### src/pkg/vsb_defines.vh
/*
 * Constants of the sync and blank output stage: register offsets,
 * control bit positions, reset values and pipeline counts.
 * Assumes inclusion by bare name from the core files.
 */
`ifndef VSB_DEFINES_VH
`define VSB_DEFINES_VH

// ----------------------------------------
// Register map (word index)
// ----------------------------------------
`define VSB_ADDR_W 9
`define VSB_DATA_W 24
`define VSB_CTRL_ADDR 9'h160
`define VSB_STAT_ADDR 9'h161
`define VSB_CTRL_RST 24'h000000

// ----------------------------------------
// Control bit positions
// ----------------------------------------
`define VSB_C_RUN 0
`define VSB_C_ILACE 2
`define VSB_C_CS_PLAIN 3
`define VSB_C_LINE_SYNC 4
`define VSB_C_SYNC_OFF 5
`define VSB_C_SLAVE 6
`define VSB_C_DLY_LO 9
`define VSB_C_DLY_HI 11
`define VSB_C_BLANK_OFF 15
`define VSB_C_BPIN_IN 16
`define VSB_C_BPIN_CDIS 23

// ----------------------------------------
// Status bit positions
// ----------------------------------------
`define VSB_S_LOCKED 0
`define VSB_S_RESYNC 1
`define VSB_S_FIELD 2
`define VSB_S_BLANK_IN 3
`define VSB_S_SLAVE 4

// ----------------------------------------
// Pipeline and lock timing, in serial clocks, and sync bundle width
// ----------------------------------------
`define VSB_BASE_STAGES 2
`define VSB_MODE1_EXTRA 4'h1
`define VSB_DLY_DEPTH 9
`define VSB_LOCK_DLY 4'h6
`define VSB_SIG_W 5

`endif

### src/core/vsb_dly.v
/*
 * Selectable delay line for the sync and blank bundle.
 * Assumes sel_i never exceeds the line depth; sel 0 passes straight through.
 */
`timescale 1ns/1ps
`include "vsb_defines.vh"

module vsb_dly (
    input wire mclk_i,                    // Serial clock
    input wire rst_b_i,                   // Sync reset, active low
    input wire [3:0] sel_i,               // Extra stages wanted
    input wire [`VSB_SIG_W-1:0] sig_i,    // Undelayed bundle
    output wire [`VSB_SIG_W-1:0] sig_o    // Delayed bundle
);

    wire [`VSB_SIG_W-1:0] tap [0:`VSB_DLY_DEPTH];

    assign tap[0] = sig_i;

    // ----------------------------------------
    // Shift stages
    // ----------------------------------------
    genvar g;
    generate
        for (g = 0; g < `VSB_DLY_DEPTH; g = g + 1) begin : g_stage
            reg [`VSB_SIG_W-1:0] st_q;
            always @(posedge mclk_i) begin
                if (!rst_b_i) begin
                    st_q <= {`VSB_SIG_W{1'b0}};
                end else begin
                    st_q <= tap[g];
                end
            end
            assign tap[g+1] = st_q;
        end
    endgenerate

    assign sig_o = tap[sel_i];

endmodule

### src/core/vsb_gen.v
/*
 * Sync and blank output stage of a video timing generator: DAC sync and
 * blank with programmable delay, master sync pins, slave lock logic and
 * the digital blank pin.
 * Assumes the timing generator supplies active-high sync and blank levels
 * on this clock and a pixel latch strobe from the pixel port.
 */
`timescale 1ns/1ps
`include "vsb_defines.vh"


module vsb_gen (
    input wire mclk_i,                        // Serial dot clock
    input wire rst_b_i,                       // Sync reset, active low
    input wire [`VSB_ADDR_W-1:0] reg_addr_i,  // Register index
    input wire [`VSB_DATA_W-1:0] reg_wdata_i, // Write data
    input wire reg_wr_i,                      // Write strobe
    input wire reg_rd_i,                      // Read strobe
    output reg [`VSB_DATA_W-1:0] reg_rdata_o, // Read data, cycle after strobe
    input wire vtg_csync_ser_i,               // Serrated composite sync, high active
    input wire vtg_csync_plain_i,             // Plain composite sync, high active
    input wire vtg_hsync_i,                   // Line sync, high active
    input wire vtg_vsync_i,                   // Frame sync, high active
    input wire vtg_blank_i,                   // Blank excluding even half line
    input wire vtg_even_half_i,               // First half of line 0, even field
    input wire vtg_field_i,                   // Current field, 1 even
    input wire mode_mux_i,                    // Multiplexed pixel mode
    input wire pix_latch_i,                   // Pixel input latch strobe
    output reg vtg_run_o,                     // Generator enable
    output reg vtg_restart_o,                 // Restart pulse, on run start and on slave lock
    output reg dac_sync_o,                    // Composite sync to DACs
    output reg dac_blank_o,                   // Composite blank to DACs
    input wire frame_sync_pin_i,              // Frame sync pin level
    output reg frame_sync_pin_o,              // Frame sync drive, low active
    output reg frame_sync_pin_oe_b_o,         // Low while driving
    input wire line_or_composite_sync_pin_i,  // Line/composite pin level
    output reg line_or_composite_sync_pin_o,  // Line/composite drive, low active
    output reg line_or_composite_sync_pin_oe_b_o, // Low while driving
    input wire digital_blank_pin_i,           // Blank pin level
    output reg digital_blank_pin_o,           // Blank or clock disable drive
    output reg digital_blank_pin_oe_b_o       // Low while driving
);

    reg [`VSB_DATA_W-1:0] ctrl_q;
    reg run_prev_q;
    reg [`VSB_SIG_W-1:0] base0_q;
    reg [`VSB_SIG_W-1:0] base1_q;
    reg [`VSB_SIG_W-1:0] base2_q;
    reg vs_m_q;
    reg vs_s_q;
    reg vs_prev_q;
    reg hs_m_q;
    reg hs_s_q;
    reg [3:0] lock_cnt_q;
    reg lock_busy_q;
    reg locked_q;
    reg resync_q;
    reg ext_field_q;
    reg blank_in_q;

    wire slave = ctrl_q[`VSB_C_SLAVE];
    wire ilace = ctrl_q[`VSB_C_ILACE];
    wire [3:0] dly_sel;
    wire [`VSB_SIG_W-1:0] raw;
    wire [`VSB_SIG_W-1:0] dly;
    wire vs_fall;
    wire comp_blank;
    wire line_pin;

    // ----------------------------------------
    // Register port
    // ----------------------------------------
    always @(posedge mclk_i) begin
        if (!rst_b_i) begin
            ctrl_q <= `VSB_CTRL_RST;
            reg_rdata_o <= 24'h000000;
        end else begin
            if (reg_wr_i && reg_addr_i == `VSB_CTRL_ADDR) begin
                ctrl_q <= reg_wdata_i;
            end
            if (reg_rd_i && reg_addr_i == `VSB_CTRL_ADDR) begin
                reg_rdata_o <= ctrl_q;
            end else if (reg_rd_i && reg_addr_i == `VSB_STAT_ADDR) begin
                reg_rdata_o <= {19'h00000, slave, blank_in_q, ext_field_q,
                    resync_q, locked_q};
            end else begin
                reg_rdata_o <= 24'h000000;
            end
        end
    end

    // ----------------------------------------
    // Sync and blank pipeline
    // ----------------------------------------
    // In interlace the even half line is blanked at the DACs and at the delayed blank pin, not in clock disable
    assign comp_blank = vtg_blank_i | (ilace & vtg_even_half_i);
    assign raw = {vtg_vsync_i, vtg_hsync_i, vtg_csync_plain_i, vtg_csync_ser_i, comp_blank};

    // Fixed stages plus the mode-dependent one keep sync aligned with data
    always @(posedge mclk_i) begin
        if (!rst_b_i) begin
            base0_q <= {`VSB_SIG_W{1'b0}};
            base1_q <= {`VSB_SIG_W{1'b0}};
            base2_q <= {`VSB_SIG_W{1'b0}};
        end else begin
            base0_q <= raw;
            base1_q <= base0_q;
            base2_q <= base1_q;
        end
    end

    // Multiplexed mode needs one more stage; programmable part adds 0..7
    assign dly_sel = (mode_mux_i ? `VSB_MODE1_EXTRA : 4'h0)
        + {1'b0, ctrl_q[`VSB_C_DLY_HI:`VSB_C_DLY_LO]};

    vsb_dly u_dly (
        .mclk_i(mclk_i),
        .rst_b_i(rst_b_i),
        .sel_i(dly_sel),
        .sig_i(base2_q),
        .sig_o(dly)
    );

    // ----------------------------------------
    // DAC and sync pin outputs
    // ----------------------------------------
    assign line_pin = ctrl_q[`VSB_C_LINE_SYNC] ? dly[3] :
        (ctrl_q[`VSB_C_CS_PLAIN] ? dly[2] : dly[1]);

    always @(posedge mclk_i) begin
        if (!rst_b_i) begin
            dac_sync_o <= 1'b0;
            dac_blank_o <= 1'b0;
            frame_sync_pin_o <= 1'b1;
            line_or_composite_sync_pin_o <= 1'b1;
            frame_sync_pin_oe_b_o <= 1'b1;
            line_or_composite_sync_pin_oe_b_o <= 1'b1;
        end else begin
            dac_sync_o <= dly[1] & ~ctrl_q[`VSB_C_SYNC_OFF];
            dac_blank_o <= (dly[0] | blank_in_q) & ~ctrl_q[`VSB_C_BLANK_OFF];
            frame_sync_pin_o <= ~dly[4];
            line_or_composite_sync_pin_o <= ~line_pin;
            frame_sync_pin_oe_b_o <= slave;
            line_or_composite_sync_pin_oe_b_o <= slave;
        end
    end

    // ----------------------------------------
    // Digital blank pin
    // ----------------------------------------
    always @(posedge mclk_i) begin
        if (!rst_b_i) begin
            blank_in_q <= 1'b0;
            digital_blank_pin_o <= 1'b0;
            digital_blank_pin_oe_b_o <= 1'b1;
        end else begin
            digital_blank_pin_oe_b_o <= ctrl_q[`VSB_C_BPIN_IN];
            if (!ctrl_q[`VSB_C_BPIN_IN]) begin
                blank_in_q <= 1'b0;
            end else if (pix_latch_i) begin
                blank_in_q <= digital_blank_pin_i;
            end
            if (ctrl_q[`VSB_C_BPIN_CDIS]) begin
                // Undelayed, and idle over the even half line
                digital_blank_pin_o <= vtg_blank_i;
            end else begin
                digital_blank_pin_o <= dly[0];
            end
        end
    end

    // ----------------------------------------
    // Slave synchroniser and lock
    // ----------------------------------------
    always @(posedge mclk_i) begin
        if (!rst_b_i) begin
            vs_m_q <= 1'b1;
            vs_s_q <= 1'b1;
            vs_prev_q <= 1'b1;
            hs_m_q <= 1'b1;
            hs_s_q <= 1'b1;
        end else begin
            vs_m_q <= frame_sync_pin_i;
            vs_s_q <= vs_m_q;
            vs_prev_q <= vs_s_q;
            hs_m_q <= line_or_composite_sync_pin_i;
            hs_s_q <= hs_m_q;
        end
    end

    assign vs_fall = slave & vs_prev_q & ~vs_s_q;

    // Restart follows detection by a constant count
    always @(posedge mclk_i) begin
        if (!rst_b_i) begin
            run_prev_q <= 1'b0;
            vtg_run_o <= 1'b0;
            vtg_restart_o <= 1'b0;
            lock_cnt_q <= 4'h0;
            lock_busy_q <= 1'b0;
            locked_q <= 1'b0;
            resync_q <= 1'b0;
            ext_field_q <= 1'b0;
        end else begin
            run_prev_q <= ctrl_q[`VSB_C_RUN];
            vtg_run_o <= ctrl_q[`VSB_C_RUN];
            vtg_restart_o <= 1'b0;
            if (ctrl_q[`VSB_C_RUN] && !run_prev_q) begin
                vtg_restart_o <= 1'b1;
            end
            if (!slave || !ctrl_q[`VSB_C_RUN]) begin
                locked_q <= 1'b0;
                resync_q <= 1'b0;
                lock_busy_q <= 1'b0;
            end else if (lock_busy_q) begin
                if (lock_cnt_q == `VSB_LOCK_DLY) begin
                    vtg_restart_o <= 1'b1;
                    lock_busy_q <= 1'b0;
                    locked_q <= 1'b1;
                    resync_q <= 1'b0;
                end else begin
                    lock_cnt_q <= lock_cnt_q + 4'h1;
                end
            end else if (vs_fall) begin
                // Line sync low at the frame edge marks the even field
                ext_field_q <= ~hs_s_q;
                if (!locked_q || resync_q) begin
                    lock_busy_q <= 1'b1;
                    lock_cnt_q <= 4'h1;
                end else if (ilace && (~hs_s_q != vtg_field_i)) begin
                    resync_q <= 1'b1;
                end
            end
        end
    end

endmodule

### config.mk
export PLATFORM = sky130hd
export DESIGN_NAME = vsb_gen
export DESIGN_NICKNAME = d
export VERILOG_FILES = /design/src/core/vsb_dly.v /design/src/core/vsb_gen.v
export VERILOG_INCLUDE_DIRS = /design/src /design/src/pkg
export SDC_FILE = /design/constraint.sdc
export NUM_CORES = 1
export LEC_CHECK = 0
export BUFFER_PORTS_ARGS = -buffer_cell sky130_fd_sc_hd__buf_4
export CORE_MARGIN = 3
export CORE_UTILIZATION = 40
export CTS_BUF_LIST = sky130_fd_sc_hd__clkbuf_8
export CTS_CLUSTER_DIAMETER = 30
export CTS_CLUSTER_SIZE = 30
export DETAILED_ROUTE_END_ITERATION = 12
export GPL_TIMING_DRIVEN = 1
export PLACE_DENSITY = 0.66
export SLEW_MARGIN = 20
export SYNTH_ARGS = -nofsm -noshare
export SYNTH_HDL_FRONTEND = slang
export SYNTH_SLANG_ARGS = --single-unit
### constraint.sdc
create_clock -name mclk_i -period 2 [get_ports mclk_i]
set_clock_uncertainty 0.1 [all_clocks]
set_input_delay 0.2 -clock mclk_i [delete_from_list [all_inputs] [get_ports mclk_i]]
set_output_delay 0.2 -clock mclk_i [all_outputs]
set_load 0.05 [all_outputs]
# ---- Word level (Yosys, flattened, before mapping)
# Cells that the tools add are included.
dict set report word_totals {
  input_bits 49
  out_inout_bits 34
  reg_bits 131
  word_cells 107
}
dict set report classes {
  magnitude_cmp 1
  bitwise_logic 17
  reduce_logical 20
  n_eq_ne 7
  muxes 26
  n_addsub 2
}
# operator count
set ops {}
lappend ops {{2-to-1 mux 24 bit} 1}
lappend ops {{binary-select mux 5 bit (select 4 bit)} 1}
lappend ops {{equality test 9 bit (second input constant)} 2}
lappend ops {{2-to-1 mux 1 bit} 17}
lappend ops {{2-to-1 mux 4 bit} 4}
lappend ops {{2-to-1 mux 5 bit} 3}
lappend ops {{inverter 1 bit} 9}
lappend ops {{AND reduction 4 bit} 2}
lappend ops {{nonzero test 2 bit} 3}
lappend ops {{AND 1 bit} 5}
lappend ops {{>= comparator 5 bit (second input constant)} 1}
lappend ops {{logical AND 1 bit} 5}
lappend ops {{inverter 4 -> 5 bit} 1}
lappend ops {{adder 1 x 3 -> 4 bit} 1}
lappend ops {{adder 4 x 1 -> 4 bit (second input constant)} 1}
lappend ops {{equality test 4 x 3 -> 1 bit (second input constant)} 1}
lappend ops {{zero test 1 bit} 4}
lappend ops {{!= test 2 bit (second input constant)} 2}
lappend ops {{AND reduction 2 bit} 2}
lappend ops {{AND reduction 3 bit} 1}
lappend ops {{logical OR 1 bit} 2}
lappend ops {{!= test 2 x 1 -> 1 bit (second input constant)} 1}
lappend ops {{OR 1 bit} 2}
lappend ops {{OR reduction 2 bit} 1}
lappend ops {{!= test 1 bit} 1}

# ---- Depth between registers and ports, before layout
dict set report logic_depth {
  word_depth 9
  depth_mapped 8
  depth_no_buf 7
}

# ---- Modules after synthesis
# Synthesis repeated with hierarchy kept, for this count alone.
dict set report hier_totals {
  cells_unflattened 406
  hier_area_um2 4636.9
}
# module seq_area_each_um2 instances area_each_um2 cells_each
set modules_own_cells {}
lappend modules_own_cells {vsb_gen 1721.7 1 3009.1 270}
lappend modules_own_cells {vsb_dly 900.9 1 1627.8 136}

# ---- Worst setup path before layout
# Ideal clock, no wire load.
dict set report synth_timing {
  kind {register to register}
  from {register ctrl_q[9]}
  to {register line_or_composite_sync_pin_o}
  setup_ns 0.095
  setup_slack_ns 0.022
  period_less_slack_ns 1.978
  required_time_ns 1.805
  arrival_ns 1.783
  n_path_buf 2
  path_stages_with_launch 8
  path_cell_list {dfxtp_1 > ha_1 > buf_4 > buf_6 > mux4_2 > a311oi_1 > o22ai_1 > o311ai_1}
}
dict set report synth_via {
  elab_chain_len 8
}
# item line_no
set synth_lines {}
lappend synth_lines {{start, declared} vsb_gen.v:44} ;# reg [`VSB_DATA_W-1:0] ctrl_q;
lappend synth_lines {{start signal, assigned} vsb_gen.v:75} ;# ctrl_q <= `VSB_CTRL_RST;
lappend synth_lines {{start signal, assigned} vsb_gen.v:79} ;# ctrl_q <= reg_wdata_i;
lappend synth_lines {{adder 1 x 3 -> 4 bit (*)} vsb_gen.v:113} ;# assign dly_sel = (mode_mux_i ? `VSB_MODE1_EXTRA : 4'h0)
lappend synth_lines {{inverter 4 -> 5 bit (not written as such) (*)} vsb_dly.v:38} ;# assign sig_o = tap[sel_i];
lappend synth_lines {{binary-select mux 5 bit (select 4 bit) (*)} vsb_dly.v:38}
lappend synth_lines {{2-to-1 mux 5 bit (not written as such) (*) (2 in series)} vsb_dly.v:38}
lappend synth_lines {{2-to-1 mux 1 bit} vsb_gen.v:128} ;# (ctrl_q[`VSB_C_CS_PLAIN] ? dly[2] : dly[1]);
lappend synth_lines {{2-to-1 mux 1 bit (*)} vsb_gen.v:127} ;# assign line_pin = ctrl_q[`VSB_C_LINE_SYNC] ? dly[3] :
lappend synth_lines {{inverter 1 bit (*)} vsb_gen.v:142} ;# line_or_composite_sync_pin_o <= ~line_pin;
lappend synth_lines {{end signal, assigned} vsb_gen.v:142}
lappend synth_lines {{end, declared} vsb_gen.v:37} ;# output reg line_or_composite_sync_pin_o,
# Mark *: on every way between the ends. The rest lies on a longest branch, timed or not. The select of a mux whose other input is x is not followed.
# A chain may end at the register's enable or synchronous reset.

# ---- Final worst setup path
# Same ends and word-level chain as after synthesis.

==> impl_metrics.xml <==
<?xml version="1.0" encoding="UTF-8"?>
<metrics>
  <group name="detailed_routing">
    <metric name="routed_via_density" unit="">4.609</metric>
    <metric name="routed_wirelength" unit="um">9209</metric>
    <metric name="vias" unit="">3143</metric>
    <metric name="detail_route.iter0.violations" unit="">170</metric>
    <metric name="final_antenna_net_count" unit="">0</metric>
    <metric name="first_drt_pass_iteration_count" unit="">4</metric>
    <metric name="drc_errors" unit="">0</metric>
    <metric name="wl_per_cell" unit="um">13.50</metric>
  </group>
  <group name="synthesis">
    <metric name="synth-seq-area-share" unit="%">58.04</metric>
    <metric name="main_combinational_cell_family_by_area_after_synthesis" unit="">simple AND/OR/NAND/NOR gates</metric>
    <metric name="yosysWarningCount" unit="">0</metric>
    <metric name="netlist_top_cells_area" unit="">sky130_fd_sc_hd__dfxtp_1 58%, sky130_fd_sc_hd__and2_1 11%, sky130_fd_sc_hd__mux2i_1 7.8%</metric>
    <metric name="netlist_area" unit="sq um">4518</metric>
    <metric name="yosys.area.top_type" unit="">sky130_fd_sc_hd__dfxtp_1</metric>
    <metric name="synth-edff-count" unit="">0</metric>
    <metric name="post_synth.cell_area_avg" unit="sq um">11.27</metric>
    <metric name="postSynthRegisterBits" unit="">131</metric>
    <metric name="complex_gate_fraction_of_the_synthesized_area" unit="%">2.215</metric>
    <metric name="postSynth.topFlopCell" unit="">sky130_fd_sc_hd__dfxtp_1</metric>
    <metric name="post_synth_xor_area_fraction" unit="%">0.9693</metric>
    <metric name="synth_fa_ha_area_share" unit="%">1.108</metric>
    <metric name="synth_fp_nets" unit="">454</metric>
    <metric name="synth_simple_gate_area_share" unit="%">21.02</metric>
    <metric name="postSynth.asyncResetShare" unit="%">0</metric>
    <metric name="netlist.area_leader.share" unit="%">58.04</metric>
    <metric name="synth.area.mux_share" unit="%">13.24</metric>
    <metric name="synthDistinctLibCells" unit="">41</metric>
    <metric name="number_of_instances_in_the_synthesized_netlist" unit="">401</metric>
  </group>
  <group name="global_routing">
    <metric name="grt_pass1_wl" unit="um">15650</metric>
    <metric name="grt_start_max_net_pins" unit="">73</metric>
    <metric name="grt_usage" unit="%">15.54</metric>
    <metric name="grt-ovfl-total" unit="">0</metric>
    <metric name="initial_antenna_violation_count" unit="">0</metric>
    <metric name="via_count_of_the_first_global_routing_pass" unit="">3305</metric>
  </group>
  <group name="clocking">
    <metric name="tritoncts_num_sinks" unit="">131</metric>
    <metric name="clk_transition_reported_paths" unit="ns">0.07</metric>
    <metric name="worstSkewPairLatency" unit="ns">0.43</metric>
    <metric name="tritoncts.num_buffers" unit="">17</metric>
    <metric name="cts_buffer_depth" unit="">2</metric>
    <metric name="htree_levels" unit="">4</metric>
    <metric name="tritoncts_clock_tree" unit="">built</metric>
    <metric name="cts_root_buf" unit="">sky130_fd_sc_hd__clkbuf_8</metric>
  </group>
  <group name="sta">
    <metric name="fmaxAchievable" unit="GHz">0.5026</metric>
    <metric name="setup-tns-final" unit="ns">0</metric>
    <metric name="final_period_minus_worst_setup_slack" unit="ns">1.990</metric>
    <metric name="fin_hold_ws" unit="ns">0.1904</metric>
    <metric name="final_min_period_over_clock_period" unit="%">99.48</metric>
    <metric name="slew_limit_headroom" unit="%">62.68</metric>
    <metric name="setup-violations-final" unit="">0</metric>
    <metric name="hold_violations" unit="">0</metric>
    <metric name="finalWorstSetupSlack" unit="ns">0.01043</metric>
    <metric name="slew_viol_final" unit="">0</metric>
    <metric name="setup_repair_after_global_routing_missed_its_margin" unit="">yes</metric>
    <metric name="worstMarginPinSlew" unit="ns">0.5598</metric>
  </group>
  <group name="layout">
    <metric name="drive_above_1_share" unit="%">26.94</metric>
    <metric name="n_fill_cell" unit="">946</metric>
    <metric name="area_growth" unit="%">34.95</metric>
    <metric name="final_cell_area" unit="sq um">6097</metric>
    <metric name="insertedDiodeCount" unit="">0</metric>
    <metric name="design.final.nets" unit="">585</metric>
  </group>
  <group name="placed_design">
    <metric name="place_congestion" unit="">0.8170</metric>
    <metric name="hpwl" unit="um">6035</metric>
    <metric name="dpl-instance-area" unit="sq um">5338</metric>
    <metric name="io_buffer_count" unit="">82</metric>
    <metric name="dp_slack" unit="ns">-0.1436</metric>
  </group>
  <group name="setup_path">
    <metric name="timing.critical_path.slowest_cell_delay" unit="ns">0.50</metric>
    <metric name="kind_of_critical_path" unit="">flip-flop to flip-flop</metric>
    <metric name="critical-path-slowest-cell" unit="">sky130_fd_sc_hd__mux4_2</metric>
    <metric name="crit_fanout" unit="">9</metric>
    <metric name="cp_data_required_time" unit="ns">2.23</metric>
    <metric name="cp-end-kind" unit="">flip-flop</metric>
    <metric name="cp.arrival" unit="ns">2.22</metric>
    <metric name="crit_chain" unit="">ha_4 &gt; buf_12 &gt; mux4_2 &gt; mux2_2 &gt; mux2i_1 &gt; nand2_1 &gt; o311ai_1</metric>
    <metric name="critical_path.startpoint_type" unit="">flip-flop</metric>
  </group>
  <group name="floorplanning">
    <metric name="fp-row-count" unit="">38</metric>
    <metric name="chipWidth" unit="um">112.3</metric>
    <metric name="ios" unit="">83</metric>
    <metric name="dieHeight" unit="um">112.3</metric>
    <metric name="fp.coreArea" unit="sq um">10940</metric>
    <metric name="initial_core_utilization" unit="%">41.32</metric>
    <metric name="floorplan.die_area" unit="sq um">12610</metric>
  </group>
  <group name="outcome">
    <metric name="run_status" unit="">completed</metric>
  </group>
  <group name="power_and_ir_drop">
    <metric name="power-per-cell-area" unit="nW/um^2">812.9</metric>
    <metric name="power.ir.vdd_worst" unit="mV">0.3985</metric>
    <metric name="power_leakage" unit="nW">2.520</metric>
  </group>
  <group name="job">
    <metric name="cap_viol_max_count" unit="">0</metric>
  </group>
  <group name="worst_hold_path">
    <metric name="min-delay-path-class" unit="">input pin to flip-flop</metric>
  </group>
</metrics>
[final cells by class]
class | count | area [sq um] | area share (%)
clock buffer | 18 | 247.7 | 4.063
clock inverter | 11 | 117.6 | 1.929
inverter | 8 | 30.03 | 0.4925
multi-input combinational | 240 | 1784 | 29.26
sequential | 131 | 2624 | 43.03
tap | 140 | 175.2 | 2.873
timing repair buffer | 134 | 1119 | 18.35
[state kept, by name (all words and copies together), names as in the netlist, 4 cells and up]
name	count
base0_q	5
base1_q	5
base2_q	5
ctrl_q	24
lock_cnt_q	4
reg_rdata_o	24
u_dly.g_stage.st_q	45
[metal layers]
| metal | wire (um) | vias to the layer above | global-route usage [%] |
|---|---|---|---|
| met2 | 4253 | 84 | 25.07 |
| met4 | 158 | 0 | 5.849 |
| met5 | 0 | - | 0 |
| met3 | 527 | 19 | 5.337 |
| met1 | 4269 | 1455 | 19.32 |
| li1 | - | 1585 | - |
[cells by family after synthesis]
family	after synthesis
DFF	131
and+or+nand+nor	170
buffers and inverters	30
xor gates and xnor gates	5
AOI/OAI and AO/OA	14
muxes	47
adders and majority gates	4
[critical path, delay by kind of cell (launching register included)]
kind / cells / cell delay [ns]
AOI/OAI and AO/OA: 1 / 0.09
DFF: 1 / 0.34
muxes: 3 / 0.90
buffers and inverters: 1 / 0.13
and+or+nand+nor: 1 / 0.07
adders and majority gates: 1 / 0.28
[worst paths after layout]
path	from	endpoint	slack, ns	cells after the start
max reg2reg	ctrl_q[9]$_SDFFE_PN0P_	line_or_composite_sync_pin_o$_SDFF_PN1_	0.01	7
min	vtg_field_i	resync_q$_SDFFE_PP0P_	0.19	5
min reg2reg	hs_m_q$_SDFF_PN1_	hs_s_q$_SDFF_PN1_	0.30	1
max	ctrl_q[9]$_SDFFE_PN0P_	line_or_composite_sync_pin_o$_SDFF_PN1_	0.01	7
[power breakdown]
part	leakage [nW]	internal, mW	switching (mW)
Sequential	1.06	2.63	0.00788
Combinational	1.29	0.155	0.105
Clock	0.173	1.10	0.953
[stage by stage]
step / util [%] / std cells / power, mW
after CTS: 55.72 / 682 / 5.011
after floorplan: - / 401 / 2.793
final: 55.76 / 682 / 4.957
after global routing: 55.76 / 682 / 5.140
after detailed placement: 48.81 / 616 / 2.901
after global placement: 48.81 / 616 / 2.899
[placed cells by master, fill, tap and decap left out, types with 3 or more instances in the layout]
cell type / count
sky130_fd_sc_hd__dlygate4sd3_1: 35
sky130_fd_sc_hd__buf_4: 97
sky130_fd_sc_hd__nor3_1: 7
sky130_fd_sc_hd__clkinvlp_4: 6
sky130_fd_sc_hd__xnor2_1: 3
sky130_fd_sc_hd__inv_1: 9
sky130_fd_sc_hd__nand2_1: 15
sky130_fd_sc_hd__dfxtp_1: 130
sky130_fd_sc_hd__clkbuf_8: 18
sky130_fd_sc_hd__mux2i_1: 35
sky130_fd_sc_hd__nand2b_1: 7
sky130_fd_sc_hd__nand3_1: 5
sky130_fd_sc_hd__and2_1: 80
sky130_fd_sc_hd__nor2_1: 40
sky130_fd_sc_hd__nor3b_1: 3
sky130_fd_sc_hd__a21oi_1: 3
sky130_fd_sc_hd__mux4_2: 10
[cell usage after synthesis (3+ instances only)]
cell type / count
sky130_fd_sc_hd__a21oi_1: 3
sky130_fd_sc_hd__nand2_1: 15
sky130_fd_sc_hd__mux4_2: 10
sky130_fd_sc_hd__xnor2_1: 3
sky130_fd_sc_hd__ha_1: 4
sky130_fd_sc_hd__inv_1: 7
sky130_fd_sc_hd__mux2i_1: 35
sky130_fd_sc_hd__and2_1: 80
sky130_fd_sc_hd__nor3b_1: 3
sky130_fd_sc_hd__clkbuf_1: 11
sky130_fd_sc_hd__nor3_1: 7
sky130_fd_sc_hd__nor2_1: 40
sky130_fd_sc_hd__nand2b_1: 7
sky130_fd_sc_hd__buf_4: 6
sky130_fd_sc_hd__nand3_1: 5
sky130_fd_sc_hd__buf_2: 3
sky130_fd_sc_hd__dfxtp_1: 131
[repair_timing]
item,in CTS,in global routing
setup buffers,2,0
endpoints found under the hold margin,34,0
setup endpoints to repair,3,2
hold buffers,35,0
resized for setup,3,2
(Power assumes the default switching activity.)
